File: config.mk
export PLATFORM = sky130hd
export DESIGN_NAME = sarc_top
export DESIGN_NICKNAME = d
export VERILOG_FILES = /design/src/sarc_pkg.sv /design/src/sarc_chan.sv /design/src/sarc_top.sv
export SDC_FILE = /design/constraint.sdc
export NUM_CORES = 1
export LEC_CHECK = 0
export ABC_CLOCK_PERIOD_IN_PS = 2620
export BUFFER_PORTS_ARGS = -buffer_cell sky130_fd_sc_hd__buf_2
export CAP_MARGIN = 25
export CORE_MARGIN = 1.5
export CORE_UTILIZATION = 45
export CTS_BUF_LIST = sky130_fd_sc_hd__clkbuf_4
export DETAILED_ROUTE_END_ITERATION = 10
export PLACE_DENSITY = 0.7
export SLEW_MARGIN = 20
export SYNTH_ARGS = -nofsm -noshare
export SYNTH_HDL_FRONTEND = slang
export SYNTH_HIERARCHICAL = 1
export SYNTH_SLANG_ARGS = --single-unit
File: constraint.sdc
create_clock -name SYS_CLK_I -period 2.62 [get_ports SYS_CLK_I]
set_input_delay 0.524 -clock SYS_CLK_I [delete_from_list [all_inputs] [get_ports SYS_CLK_I]]
set_output_delay 0.524 -clock SYS_CLK_I [all_outputs]
set_load 0.05 [all_outputs]
File: src/sarc_pkg.sv
`default_nettype none
package sarc_pkg;
  localparam int SARC_NUM_CH = 16;
  localparam int SARC_ROW_AW = 6;
  localparam int SARC_NUM_ROWS = 64;
  localparam int SARC_GRP_AW = 5;
  localparam int SARC_NUM_GRPS = 32;
  localparam int SARC_NUM_STRB_ROWS = 8;
  // AXI byte offsets
  localparam logic [7:0] SARC_CTRL_OFS = 8'h00;
  localparam logic [7:0] SARC_ADDR_OFS = 8'h04;
  localparam logic [7:0] SARC_STRB_OFS = 8'h08;
  localparam logic [7:0] SARC_STAT_OFS = 8'h0C;
  localparam logic [7:0] SARC_IRQ_OFS = 8'h10;
  localparam logic [7:0] SARC_MASK_OFS = 8'h14;
  localparam logic [7:0] SARC_CMP_OFS = 8'h18;
  // CTRL fields
  localparam int SARC_CTRL_ROWEN_BIT = 0;
  localparam int SARC_CTRL_RAMP_BIT = 1;
  localparam int SARC_CTRL_POL_BIT = 2;
  localparam int SARC_CTRL_RAW_BIT = 3;
  localparam int SARC_CTRL_TERM_LSB = 4;
  // ADDR fields
  localparam int SARC_ADDR_ROW_LSB = 0;
  localparam int SARC_ADDR_GRP_LSB = 8;
  // IRQ status bits
  localparam int SARC_IRQ_TRIG_BIT = 0;
  localparam int SARC_IRQ_CARRY_BIT = 1;
  localparam logic [31:0] SARC_CTRL_RST = 32'h0000_0000;
  localparam logic [31:0] SARC_ADDR_RST = 32'h0000_0000;
  localparam logic [7:0] SARC_STRETCH_RST = 8'h04;
  localparam logic [1:0] SARC_RESP_OKAY = 2'h0;
  localparam logic [1:0] SARC_RESP_SLVERR = 2'h2;
  typedef struct packed {
    logic row_readout_enable;
    logic conversion_ramp_start;
    logic trigger_polarity_sel;
    logic trigger_output_path_sel;
    logic term_10k_select;
    logic term_1k_select;
    logic term_100_select;
  } sarc_ctrl_t;
  typedef struct packed {
    logic [SARC_GRP_AW-1:0] group_address;
    logic [SARC_ROW_AW-1:0] row_address;
  } sarc_addr_t;
endpackage
`default_nettype wire

File: src/sarc_chan.sv
`default_nettype none
module sarc_chan
  import sarc_pkg::*;
(
  input wire logic clk_i,
  input wire logic rst_n_i,
  input wire logic hit_i,
  input wire logic polarity_i,
  input wire logic raw_sel_i,
  input wire logic [7:0] stretch_i,
  output logic trig_o
);
  logic hit;
  logic [7:0] cnt_q, cnt_d;
  logic prev_q, prev_d;
  logic shot;

  // Polarity 0 watches negative-going input
  assign hit = polarity_i ? hit_i : ~hit_i;

  always_comb
  begin
    prev_d = hit;
    cnt_d = cnt_q;
    if (hit && !prev_q)
      cnt_d = stretch_i;
    else if (cnt_q != 8'h00)
      cnt_d = cnt_q - 8'h01;
  end

  always_ff @(posedge clk_i or negedge rst_n_i)
  begin
    if (!rst_n_i)
    begin
      cnt_q <= 8'h00;
      // Idle level under the reset polarity, so no false edge after reset
      prev_q <= 1'b1;
    end
    else
    begin
      cnt_q <= cnt_d;
      prev_q <= prev_d;
    end
  end

  assign shot = cnt_q != 8'h00;
  assign trig_o = raw_sel_i ? hit : shot;
endmodule // sarc_chan
`default_nettype wire

File: src/sarc_top.sv
`default_nettype none
// Summary of operation
// - Row readout outputs are driven only while the row readout enable is set; a 6-bit address picks 1 of 64 rows.
// - A 5-bit group address picks one of 32 groups of 16 samples within a row, for random access after a trigger.
// - Odd row enables gate the first sample strobe and even row enables gate the second.
// - Three independent termination bits switch in 100, 1k and 10k; all clear leaves the input open.
// - Trigger path select 1 routes the raw comparator, 0 the stretched one-shot.
// - The trigger OR output is the OR of all 16 channel triggers.
// - Trigger polarity input 0 selects negative-going, 1 positive-going signals.
module sarc_top
  import sarc_pkg::*;
#(
  parameter int NUM_CH = SARC_NUM_CH,
  parameter int RAMP_W = 10
)
(
  input wire logic SYS_CLK_I,
  input wire logic RST_N_I,
  input wire logic [7:0] S_AXI_AWADDR_I,
  input wire logic S_AXI_AWVALID_I,
  output logic S_AXI_AWREADY_O,
  input wire logic [31:0] S_AXI_WDATA_I,
  input wire logic [3:0] S_AXI_WSTRB_I,
  input wire logic S_AXI_WVALID_I,
  output logic S_AXI_WREADY_O,
  output logic [1:0] S_AXI_BRESP_O,
  output logic S_AXI_BVALID_O,
  input wire logic S_AXI_BREADY_I,
  input wire logic [7:0] S_AXI_ARADDR_I,
  input wire logic S_AXI_ARVALID_I,
  output logic S_AXI_ARREADY_O,
  output logic [31:0] S_AXI_RDATA_O,
  output logic [1:0] S_AXI_RRESP_O,
  output logic S_AXI_RVALID_O,
  input wire logic S_AXI_RREADY_I,
  input wire logic FIRST_SAMPLE_STROBE_I,
  input wire logic SECOND_SAMPLE_STROBE_I,
  input wire logic [NUM_CH-1:0] SAMPLE_LEVEL_I,
  input wire logic [NUM_CH-1:0] TRIG_HIT_I,
  input wire logic OSCILLATOR_CARRY_OUT_I,
  output logic [SARC_NUM_STRB_ROWS-1:0] ROW_SAMPLE_O,
  output logic [NUM_CH-1:0] TOP_COMPARATOR_O,
  output logic [NUM_CH-1:0] TRIGGER_O,
  output logic TRIGGER_OR_O,
  output logic OSCILLATOR_CARRY_MONITOR_O,
  output logic [2:0] TERM_SELECT_O,
  output logic [SARC_ROW_AW-1:0] ROW_ADDR_O,
  output logic [SARC_GRP_AW-1:0] GROUP_ADDR_O,
  output logic IRQ_O
);
  if (NUM_CH != SARC_NUM_CH || RAMP_W < 1 || RAMP_W > 16)
  begin : g_param_check
    $error("sarc_top: unsupported parameters");
  end

  sarc_ctrl_t ctrl_q, ctrl_d;
  sarc_addr_t addr_q, addr_d;
  logic [SARC_NUM_STRB_ROWS-1:0] strb_en_q, strb_en_d;
  logic [1:0] irq_st_q, irq_st_d, irq_mask_q, irq_mask_d;
  logic aw_q, aw_d, w_q, w_d, bv_q, bv_d, rv_q, rv_d, awrdy_q, wrdy_q, arrdy_q;
  logic [7:0] awaddr_q, awaddr_d;
  logic [31:0] wdata_q, wdata_d, rdata_q, rdata_d;
  logic [1:0] bresp_q, bresp_d, rresp_q, rresp_d;
  logic [RAMP_W-1:0] ramp_q, ramp_d;
  logic [SARC_NUM_STRB_ROWS-1:0] row_sample_q, row_sample_d;
  logic [NUM_CH-1:0] cmp_q, cmp_d, trig_q, trig_raw;
  logic trig_or_q, carry_q, irq_q;
  logic [2:0] term_q;
  logic [SARC_ROW_AW-1:0] row_o_q;
  logic [SARC_GRP_AW-1:0] grp_o_q;
  logic [7:0] stretch_q, stretch_d;
  logic wr_go, rd_go, trig_evt, carry_evt;

  genvar g;
  generate
    for (g = 0; g < NUM_CH; g++)
    begin : g_ch
      sarc_chan u_chan (
        .clk_i(SYS_CLK_I),
        .rst_n_i(RST_N_I),
        .hit_i(TRIG_HIT_I[g]),
        .polarity_i(ctrl_q.trigger_polarity_sel),
        .raw_sel_i(ctrl_q.trigger_output_path_sel),
        .stretch_i(stretch_q),
        .trig_o(trig_raw[g])
      );
    end
  endgenerate

  // Write address and data may arrive in either order
  assign wr_go = aw_q && w_q && !bv_q;
  assign rd_go = S_AXI_ARVALID_I && !rv_q;
  assign trig_evt = |trig_raw;
  assign carry_evt = OSCILLATOR_CARRY_OUT_I && !carry_q;

  always_comb
  begin
    aw_d = aw_q;
    w_d = w_q;
    awaddr_d = awaddr_q;
    wdata_d = wdata_q;
    bv_d = bv_q;
    bresp_d = bresp_q;
    rv_d = rv_q;
    rdata_d = rdata_q;
    rresp_d = rresp_q;
    ctrl_d = ctrl_q;
    addr_d = addr_q;
    strb_en_d = strb_en_q;
    irq_mask_d = irq_mask_q;
    stretch_d = stretch_q;
    irq_st_d = irq_st_q;
    if (S_AXI_AWVALID_I && !aw_q)
    begin
      aw_d = 1'b1;
      awaddr_d = S_AXI_AWADDR_I;
    end
    if (S_AXI_WVALID_I && !w_q)
    begin
      w_d = 1'b1;
      wdata_d = S_AXI_WDATA_I;
    end
    if (bv_q && S_AXI_BREADY_I)
      bv_d = 1'b0;
    if (rv_q && S_AXI_RREADY_I)
      rv_d = 1'b0;
    if (wr_go)
    begin
      aw_d = 1'b0;
      w_d = 1'b0;
      bv_d = 1'b1;
      bresp_d = SARC_RESP_OKAY;
      unique case (awaddr_q)
        SARC_CTRL_OFS:
          ctrl_d = sarc_ctrl_t'({wdata_q[SARC_CTRL_ROWEN_BIT], wdata_q[SARC_CTRL_RAMP_BIT],
                                 wdata_q[SARC_CTRL_POL_BIT], wdata_q[SARC_CTRL_RAW_BIT],
                                 wdata_q[SARC_CTRL_TERM_LSB+2], wdata_q[SARC_CTRL_TERM_LSB+1],
                                 wdata_q[SARC_CTRL_TERM_LSB]});
        SARC_ADDR_OFS:
          addr_d = sarc_addr_t'({wdata_q[SARC_ADDR_GRP_LSB +: SARC_GRP_AW],
                                 wdata_q[SARC_ADDR_ROW_LSB +: SARC_ROW_AW]});
        SARC_STRB_OFS:
        begin
          strb_en_d = wdata_q[SARC_NUM_STRB_ROWS-1:0];
          stretch_d = wdata_q[15:8];
        end
        SARC_MASK_OFS:
          irq_mask_d = wdata_q[1:0];
        default:
          bresp_d = SARC_RESP_SLVERR;
      endcase
    end
    if (rd_go)
    begin
      rv_d = 1'b1;
      rresp_d = SARC_RESP_OKAY;
      rdata_d = 32'h0000_0000;
      unique case (S_AXI_ARADDR_I)
        SARC_CTRL_OFS:
          rdata_d[6:0] = {term_q, ctrl_q.trigger_output_path_sel, ctrl_q.trigger_polarity_sel,
                          ctrl_q.conversion_ramp_start, ctrl_q.row_readout_enable};
        SARC_ADDR_OFS:
          rdata_d[12:0] = {addr_q.group_address, 2'h0, addr_q.row_address};
        SARC_STRB_OFS:
          rdata_d[15:0] = {stretch_q, strb_en_q};
        SARC_STAT_OFS:
          rdata_d[31:0] = {8'h00, trig_q, row_sample_q};
        SARC_IRQ_OFS:
        begin
          rdata_d[1:0] = irq_st_q;
          irq_st_d = 2'h0;
        end
        SARC_MASK_OFS:
          rdata_d[1:0] = irq_mask_q;
        SARC_CMP_OFS:
          rdata_d[31:0] = {{(16-RAMP_W){1'b0}}, ramp_q, cmp_q};
        default:
          rresp_d = SARC_RESP_SLVERR;
      endcase
    end
    // Set wins over read-clear
    if (trig_evt)
      irq_st_d[SARC_IRQ_TRIG_BIT] = 1'b1;
    if (carry_evt)
      irq_st_d[SARC_IRQ_CARRY_BIT] = 1'b1;
  end

  always_comb
  begin
    // Ramp runs only while the start bit is held
    if (ctrl_q.conversion_ramp_start)
      ramp_d = (&ramp_q) ? ramp_q : ramp_q + 1'b1;
    else
      ramp_d = '0;
    for (int i = 0; i < NUM_CH; i++)
      cmp_d[i] = ctrl_q.row_readout_enable && ctrl_q.conversion_ramp_start &&
                 (ramp_q >= SAMPLE_LEVEL_I[i] * RAMP_W'(1));
    for (int r = 0; r < SARC_NUM_STRB_ROWS; r++)
      row_sample_d[r] = strb_en_q[r] &&
                        (r[0] ? SECOND_SAMPLE_STROBE_I : FIRST_SAMPLE_STROBE_I);
  end

  always_ff @(posedge SYS_CLK_I or negedge RST_N_I)
  begin
    if (!RST_N_I)
    begin
      aw_q <= 1'b0;
      w_q <= 1'b0;
      awaddr_q <= 8'h00;
      wdata_q <= 32'h0000_0000;
      bv_q <= 1'b0;
      bresp_q <= 2'h0;
      rv_q <= 1'b0;
      rdata_q <= 32'h0000_0000;
      rresp_q <= 2'h0;
      ctrl_q <= sarc_ctrl_t'(SARC_CTRL_RST[6:0]);
      addr_q <= sarc_addr_t'(SARC_ADDR_RST[10:0]);
      strb_en_q <= '0;
      irq_mask_q <= 2'h0;
      irq_st_q <= 2'h0;
      stretch_q <= SARC_STRETCH_RST;
      ramp_q <= '0;
      cmp_q <= '0;
      row_sample_q <= '0;
      trig_q <= '0;
      trig_or_q <= 1'b0;
      carry_q <= 1'b0;
      awrdy_q <= 1'b1;
      wrdy_q <= 1'b1;
      arrdy_q <= 1'b1;
      irq_q <= 1'b0;
      term_q <= 3'h0;
      row_o_q <= '0;
      grp_o_q <= '0;
    end
    else
    begin
      aw_q <= aw_d;
      w_q <= w_d;
      awaddr_q <= awaddr_d;
      wdata_q <= wdata_d;
      bv_q <= bv_d;
      bresp_q <= bresp_d;
      rv_q <= rv_d;
      rdata_q <= rdata_d;
      rresp_q <= rresp_d;
      ctrl_q <= ctrl_d;
      addr_q <= addr_d;
      strb_en_q <= strb_en_d;
      irq_mask_q <= irq_mask_d;
      irq_st_q <= irq_st_d;
      stretch_q <= stretch_d;
      ramp_q <= ramp_d;
      cmp_q <= cmp_d;
      row_sample_q <= row_sample_d;
      trig_q <= trig_raw;
      trig_or_q <= trig_evt;
      carry_q <= OSCILLATOR_CARRY_OUT_I;
      // Ready flops mirror the holding flops so the pins come from registers
      awrdy_q <= !aw_d;
      wrdy_q <= !w_d;
      arrdy_q <= !rv_d;
      irq_q <= |(irq_st_d & irq_mask_q);
      term_q <= {ctrl_q.term_10k_select, ctrl_q.term_1k_select, ctrl_q.term_100_select};
      // Addresses only reach the pins while readout is enabled
      row_o_q <= ctrl_q.row_readout_enable ? addr_q.row_address : '0;
      grp_o_q <= ctrl_q.row_readout_enable ? addr_q.group_address : '0;
    end
  end

  assign S_AXI_AWREADY_O = awrdy_q;
  assign S_AXI_WREADY_O = wrdy_q;
  assign S_AXI_BVALID_O = bv_q;
  assign S_AXI_BRESP_O = bresp_q;
  assign S_AXI_ARREADY_O = arrdy_q;
  assign S_AXI_RVALID_O = rv_q;
  assign S_AXI_RDATA_O = rdata_q;
  assign S_AXI_RRESP_O = rresp_q;
  assign ROW_SAMPLE_O = row_sample_q;
  assign TOP_COMPARATOR_O = cmp_q;
  assign TRIGGER_O = trig_q;
  assign TRIGGER_OR_O = trig_or_q;
  assign OSCILLATOR_CARRY_MONITOR_O = carry_q;
  assign TERM_SELECT_O = term_q;
  assign ROW_ADDR_O = row_o_q;
  assign GROUP_ADDR_O = grp_o_q;
  assign IRQ_O = irq_q;
endmodule // sarc_top
`default_nettype wire

==> impl_metrics.yaml, run 1 <==
sta:
  fmax_mhz: 393
  fin_crit_sh: 0.971
  max_slew_margin: 0.459
  final-hold-violation-count: 0
  timing.setup.tns_ps: 0
  timing_worst_slew_pin_value_ps: 810
  hold-worst-slack_ps: 47.6
  setup_viol: 0
  slew_violations: 0
  finalWorstPathRequiredPeriod_ps: 2540
  skew_ps: 45.1
power:
  power.density_mw_per_mm2: 1080
  cellLeakagePower_uw: 0.00869
  power.ir.vdd_worst_mv: 0.669
logic_synthesis:
  synth-async-reset-ratio: 1.00
  synth.avg_cell_area_um2: 10.4
  synth_largest_area_cell: "dfrtp_1"
  postSynth.topFlopCell: "dfrtp_1"
  yosysSeqAreaShare: 0.480
  netlist_area_mm2: 0.0161
  synthesis.instances: 1547
  synth_enable_flop_cells: 0
  synth.lib_cells_used.distinct: 60
  yosys.area.top_type_share: 0.447
  synthesis_warning_total: 6
  ys_seq_elements: 308
  ys_top_cells_by_area: "dfrtp_1 (45%), mux2_2 (5.3%), a31oi_1 (4.4%)"
final_layout:
  area_delta_synth_final_pct: 21.0
  final_layout_size_suffix_gt1_frac: 0.338
  most-common-layout-cells: "dfrtp_1 (288), buf_2 (162), o21ai_0 (130)"
  final_core_util: 0.551
  finish.cell_count_without_fillers: 2363
  finalInstanceArea_mm2: 0.0195
  final_nets: 1984
  final_common_cell: "dfrtp_1"
setup_path:
  cp_data_arrival_time_ps: 3170
  critical_path.endpoint_type: "register"
  critical_path_cell_count: 9
  critical_path_class: "register to register"
  timing.critical_path.from_type: "register"
  slowest_delay_ps: 460
  reg2reg_depth: 9
  crit_path_cells: "inv_1 > ha_1 > or3b_2 > nor3_1 > a21oi_1 > nor4_2 > nand4_1 > a21o_1 > a22o_1"
  cp_max_fo: 3
  cpMaxStageDelayCell: "or3b_2"
  path_delay_family: "simple AND/OR/NAND/NOR gates"
  worst-path-buf-inv: 1
  worst-endpoint-required_ps: 3250
clock_tree:
  cts_htree_levels: 3
  tritoncts: "yes"
  cts_root_buf: "clkbuf_4"
  clkTransAtPathRegs_ps: 60
  cts-buffers-inserted: 80
  ctsLongestPathBuffers: 3
  numClockSinks: 308
  worst_skew_pair.late_latency_ps: 750
routing:
  initialDrtViolationCount: 910
  drcViolationCount: 0
  detail_route.vias_per_cell: 5.86
  wl_um: 45300
  detail-route-antenna-nets: 0
  dr.pass1.iters: 5
  dr_total_vias: 13900
  final_routed_wire_length_divided_by_cell_count_um: 19.2
job:
  drv.max_cap_violation_count: 0
floorplanning:
  start_util: 0.455
  ios: 192
  die_w_um: 192
  core.rowCount: 69
  fp.dieArea_mm2: 0.0370
  design.core.area_mm2: 0.0354
  fp.dieH_um: 192
min_path:
  worstHoldPathCells: 2
  hold_path.class: "primary input to register"
placement:
  place.port_buffers: 163
  numPlacedInstances: 2190
  gp_congestion: 0.881
  dp.final_hpwl_um: 31000
  placement.cell_area_mm2: 0.0180
outcome:
  run_status: "completed"
global_routing:
  antenna_found_initial: 1
  number_of_global_route_vias_before_repair: 13300
  pin_count_of_the_biggest_net_entering_global_routing: 70
  grt_first_pass_wirelength_um: 71300
  groute.usage.overall: 0.245
  grt_remaining_overflow: 0
==> timing repair <==
action,CTS,global route
buffers inserted,2,3
hold endpoints to repair,72,0
pin swaps,3,14
hold buffers,25,0
gates resized for setup,4,40
endpoints found under the setup margin,1,3
==> layer usage <==
layer  share of wire  global-route usage  routed length, µm  up-vias
met5               0                   0                  0        -
met4           0.031               0.106               1410        0
met3           0.064              0.0402               2900       95
met2            0.48               0.400              21600      481
met1            0.43               0.321              19400     6859
li1                -                   -                  -     6415
==> sequential cells by signal, summed over array words and instances, names as in the netlist, 3 cells and up <==
name	flops
stretch_q	8
ROW_ADDR_O	6
strb_en_q	8
ramp_q	10
wdata_q	16
GROUP_ADDR_O	5
TRIGGER_O	16
ROW_SAMPLE_O	8
TERM_SELECT_O	3
TOP_COMPARATOR_O	16
g_ch.u_chan/cnt_q	128
ctrl_q	7
S_AXI_RDATA_O	26
addr_q	11
awaddr_q	8
g_ch.u_chan/prev_q	16
==> path summary, 6_finish.rpt <==
check | startpoint | endpoint | slack (ps)
max | g_ch[11].u_chan/cnt_q[1] | IRQ_O | 80
min | S_AXI_AWADDR_I[2] | awaddr_q[2] | 50
max reg2reg | g_ch[11].u_chan/cnt_q[1] | IRQ_O | 80
min reg2reg | ctrl_q[1] | TERM_SELECT_O[1] | 370
max in group asynchronous | RST_N_I | stretch_q[2] | 1510
min in group asynchronous | RST_N_I | TOP_COMPARATOR_O[1] | 320
==> area by class of cell <==
type                            count  area, µm²
Antenna cell                        1       2.50
Clock buffer                      122        916
Clock inverter                     20        143
Fill cell                        3030      15900
Inverter                           80        300
Multi-Input combinational cell   1068       7820
Sequential cell                   308       7730
Tap cell                          461        577
Timing Repair Buffer              303       2010
==> Yosys cell counts (all sizes together), types with 7 or more instances <==
cell type,instances
a22oi,15
dfstp,20
a21oi,20
nor3,117
o21bai,16
or3,50
a222oi,8
a31oi,113
nand2,35
nor2b,21
or2,16
o31ai,21
buf,65
and2,21
nor3b,34
inv,80
nand3b,7
dfrtp,288
nor4,10
or4b,18
and2b,16
mux2i,9
xor2,18
or3b,32
nor2,21
nand2b,18
ha,49
a31o,32
or2b,16
mux2,76
o21ai,130
or4,66
clkbuf,33
nor4b,17
==> cell families (layout without fill, tap and decap cells) <==
| group | after synthesis | after routing | share of synthesized area |
|---|---|---|---|
| and+or+nand+nor | 529 | 529 | 0.217 |
| xor gates and xnor gates | 19 | 19 | 0.0103 |
| other | 1 | 9 | 0.000233 |
| muxes | 85 | 85 | 0.0587 |
| DFF | 308 | 308 | 0.480 |
| adders and majority gates | 49 | 49 | 0.0380 |
| AOI/OAI and AO/OA | 378 | 378 | 0.149 |
| buffers and inverters | 178 | 525 | 0.0471 |
==> power breakdown <==
group          internal, µW  switching (µW)  total, µW
combinational          3970            4410       8390
sequential             6450            1870       8320
clock                  2320            2050       4380
==> per-stage QoR <==
stage | total power, µW | setup slack, ps
6_report | 21100 | 76.3
5_1_grt | 22600 | -8.01
3_3_place_gp | 16100 | 43.0
2_1_floorplan | 13500 | 259
3_5_place_dp | 16500 | -55.1
4_1_cts | 21000 | 1.69
Power figures use the tool's default switching activity.
==> run 2, diff against run 1 <==
--- a/config.mk
+++ b/config.mk
@@ -12,9 +12,9 @@
 export CORE_UTILIZATION = 45
 export CTS_BUF_LIST = sky130_fd_sc_hd__clkbuf_4
 export DETAILED_ROUTE_END_ITERATION = 10
-export PLACE_DENSITY = 0.7
+export GPL_TIMING_DRIVEN = 0
+export PLACE_DENSITY = 0.71
 export SLEW_MARGIN = 20
 export SYNTH_ARGS = -nofsm -noshare
 export SYNTH_HDL_FRONTEND = slang
-export SYNTH_HIERARCHICAL = 1
 export SYNTH_SLANG_ARGS = --single-unit
==> impl_metrics.yaml, run 2 <==
setup_path:
  worst-endpoint-required_ps: 3200
  critical_path.endpoint_type: "register"
  path_delay_family: "simple AND/OR/NAND/NOR gates"
  cpMaxStageDelayCell: "or4_4"
  cp_data_arrival_time_ps: 3160
  critical_path_class: "register to register"
  timing.critical_path.from_type: "register"
  slowest_delay_ps: 540
  crit_path_cells: "or4_4 > or4b_1 > buf_4 > o31ai_4 > nand4_1 > or3_1"
  worst-path-buf-inv: 1
  cp_max_fo: 8
logic_synthesis:
  ys_top_cells_by_area: "dfrtp_1 (48%), mux2_2 (5.8%), nand2_1 (4.6%)"
  netlist_area_mm2: 0.0151
  synth.cells.most_frequent: "dfrtp_1 (288), nand2_1 (185), o21ai_0 (130)"
  yosys.area.top_type_share: 0.478
  synth.avg_cell_area_um2: 10.1
  synth.lib_cells_used.distinct: 63
  postSynth.topFlopCell: "dfrtp_1"
  ys_seq_elements: 308
  synthesis_warning_total: 0
  yosysMostFrequentCell: "dfrtp_1"
  synth-async-reset-ratio: 1.00
  yosysSeqAreaShare: 0.513
  synthesis.instances: 1487
  synth_enable_flop_cells: 0
  synth_largest_area_cell: "dfrtp_1"
power:
  p_comb_frac: 0.388
  design_internal_power_uw: 11900
  switchingPower_uw: 7930
  power.density_mw_per_mm2: 1110
  power.clock.fraction: 0.226
  power.share.sequential: 0.386
  power.ir.vdd_worst_mv: 0.351
  power_switching_share: 0.399
  cellLeakagePower_uw: 0.00847
global_routing:
  pin_count_of_the_biggest_net_entering_global_routing: 95
  grt_first_pass_wirelength_um: 61200
  grt_remaining_overflow: 0
  antenna_found_initial: 3
  groute.usage.overall: 0.229
  number_of_global_route_vias_before_repair: 11700
clock_tree:
  cts_root_buf: "clkbuf_4"
  ctsLongestPathBuffers: 3
  tritoncts: "yes"
  cts-buffers-inserted: 80
  worst_skew_pair.late_latency_ps: 730
  numClockSinks: 308
  clkTransAtPathRegs_ps: 70
  cts_htree_levels: 3
sta:
  timing_worst_slew_pin_value_ps: 877
  final_worst_setup_slack_ps: 41.0
  hold-worst-slack_ps: 48.8
  fin_crit_sh: 0.984
  slew_violations: 0
  final-hold-violation-count: 0
  skew_ps: 77.7
  setup_viol: 0
  max_slew_margin: 0.415
  fmax_mhz: 388
  finalWorstPathRequiredPeriod_ps: 2580
  grt_setup_unrepaired: "true"
  timing.setup.tns_ps: 0
final_layout:
  largest-register: "g_ch.u_chan.cnt_q"
  area_delta_synth_final_pct: 18.6
  final_common_cell: "dfrtp_1"
  final_core_util: 0.546
  fill_cells: 2895
  most-common-layout-cells: "dfrtp_1 (288), nand2_1 (184), buf_2 (164)"
  final_nets: 1896
  largest_reg_flops: 128
  final_layout_size_suffix_gt1_frac: 0.245
routing:
  final_routed_wire_length_divided_by_cell_count_um: 17.4
  dr_total_vias: 12000
  wl_um: 39200
  detail-route-antenna-nets: 0
  drcViolationCount: 0
  initialDrtViolationCount: 870
  detail_route.vias_per_cell: 5.31
  dr.pass1.iters: 5
floorplanning:
  core.rowCount: 66
  fp.dieH_um: 186
  design.core.area_mm2: 0.0327
  die_w_um: 186
  start_util: 0.461
  ios: 192
  fp.dieArea_mm2: 0.0346
job:
  drv.max_cap_violation_count: 0
min_path:
  hold_path.class: "primary input to register"
outcome:
  run_status: "completed"
placement:
  gp_congestion: 0.891
  dp_worst_setup_slack_ps: -634
  dp.final_hpwl_um: 27900
  place.port_buffers: 161
run 2: changes by cell type after synthesis, moves of 35 or more:
cell and delta:
nand2_1 +150, nor2_1 +103, a31oi_1 -92, nor3_1 -86, xnor2_1 +51, or4_1 -43, xor2_1 +41, or3_1 -38
buf_2 -35
run 2: worst paths after layout:
path                                          startpoint                       to  slack, ps  cells past startpoint
worst min register to register                 ctrl_q[2]         TERM_SELECT_O[2]        360                      0
min in group asynchronous                        RST_N_I  g_ch[0].u_chan.cnt_q[0]        430                      2
worst min-delay path                    S_AXI_WDATA_I[5]               wdata_q[5]         50                      2
worst max register to register  g_ch[10].u_chan.cnt_q[4]              irq_st_q[0]         40                      6
worst max-delay path            g_ch[10].u_chan.cnt_q[4]              irq_st_q[0]         40                      6
max in group asynchronous                        RST_N_I              awaddr_q[2]       1220                      3
run 2: final cells by class:
cell class | instances | area [µm²] | area share
timing repair buffer | 182 | 1050 | 0.0587
clock buffer | 128 | 961 | 0.0538
tap | 442 | 553 | 0.0310
clock inverter | 16 | 150 | 0.00840
antenna | 1 | 2.50 | 0.000140
sequential | 308 | 7730 | 0.433
multi-input combinational | 1024 | 6780 | 0.380
buffer | 65 | 292 | 0.0163
inverter | 92 | 345 | 0.0193
run 2: cell families after synthesis:
group	share of synthesized area
fa+ha+maj	0.0407
mux	0.0776
flops	0.513
buf+inv	0.0432
other cells	0.000249
simple gates	0.155
xor+xnor	0.0645
compound gates	0.106
run 2: through the flow:
step,std cells,power [µW],instance area [µm²]
global route,2258,21300,17900
CTS,2251,19900,17800
global placement,2097,14900,16400
finish,2258,19900,17900
floorplan,1494,13100,15100
detailed placement,2101,15200,16500
run 2: what timing repair did:
item | 4_1_cts | 5_1_grt
setup endpoints to repair | 99 | 28
pin swaps | 2 | 7
hold endpoints to repair | 74 | 1
gates resized for setup | 14 | 13
hold buffers | 8 | 1
cloned | 0 | 0
setup buffers | 0 | 6
run 2: layer usage:
layer  track usage  share of wire
met1         0.295           0.43
met2         0.368           0.47
met3        0.0458          0.068
met4         0.112          0.036
met5             0        0.00079
run 2: power groups by stage:
stage                     logic, µW  clock network, µW  registers, µW
after global routing           8600               4870           7850
final                          7700               4480           7670
after global placement         7270                  0           7630
after detailed placement       7560                  0           7680
after floorplan                5090                  0           8020
after CTS                      7630               4610           7630
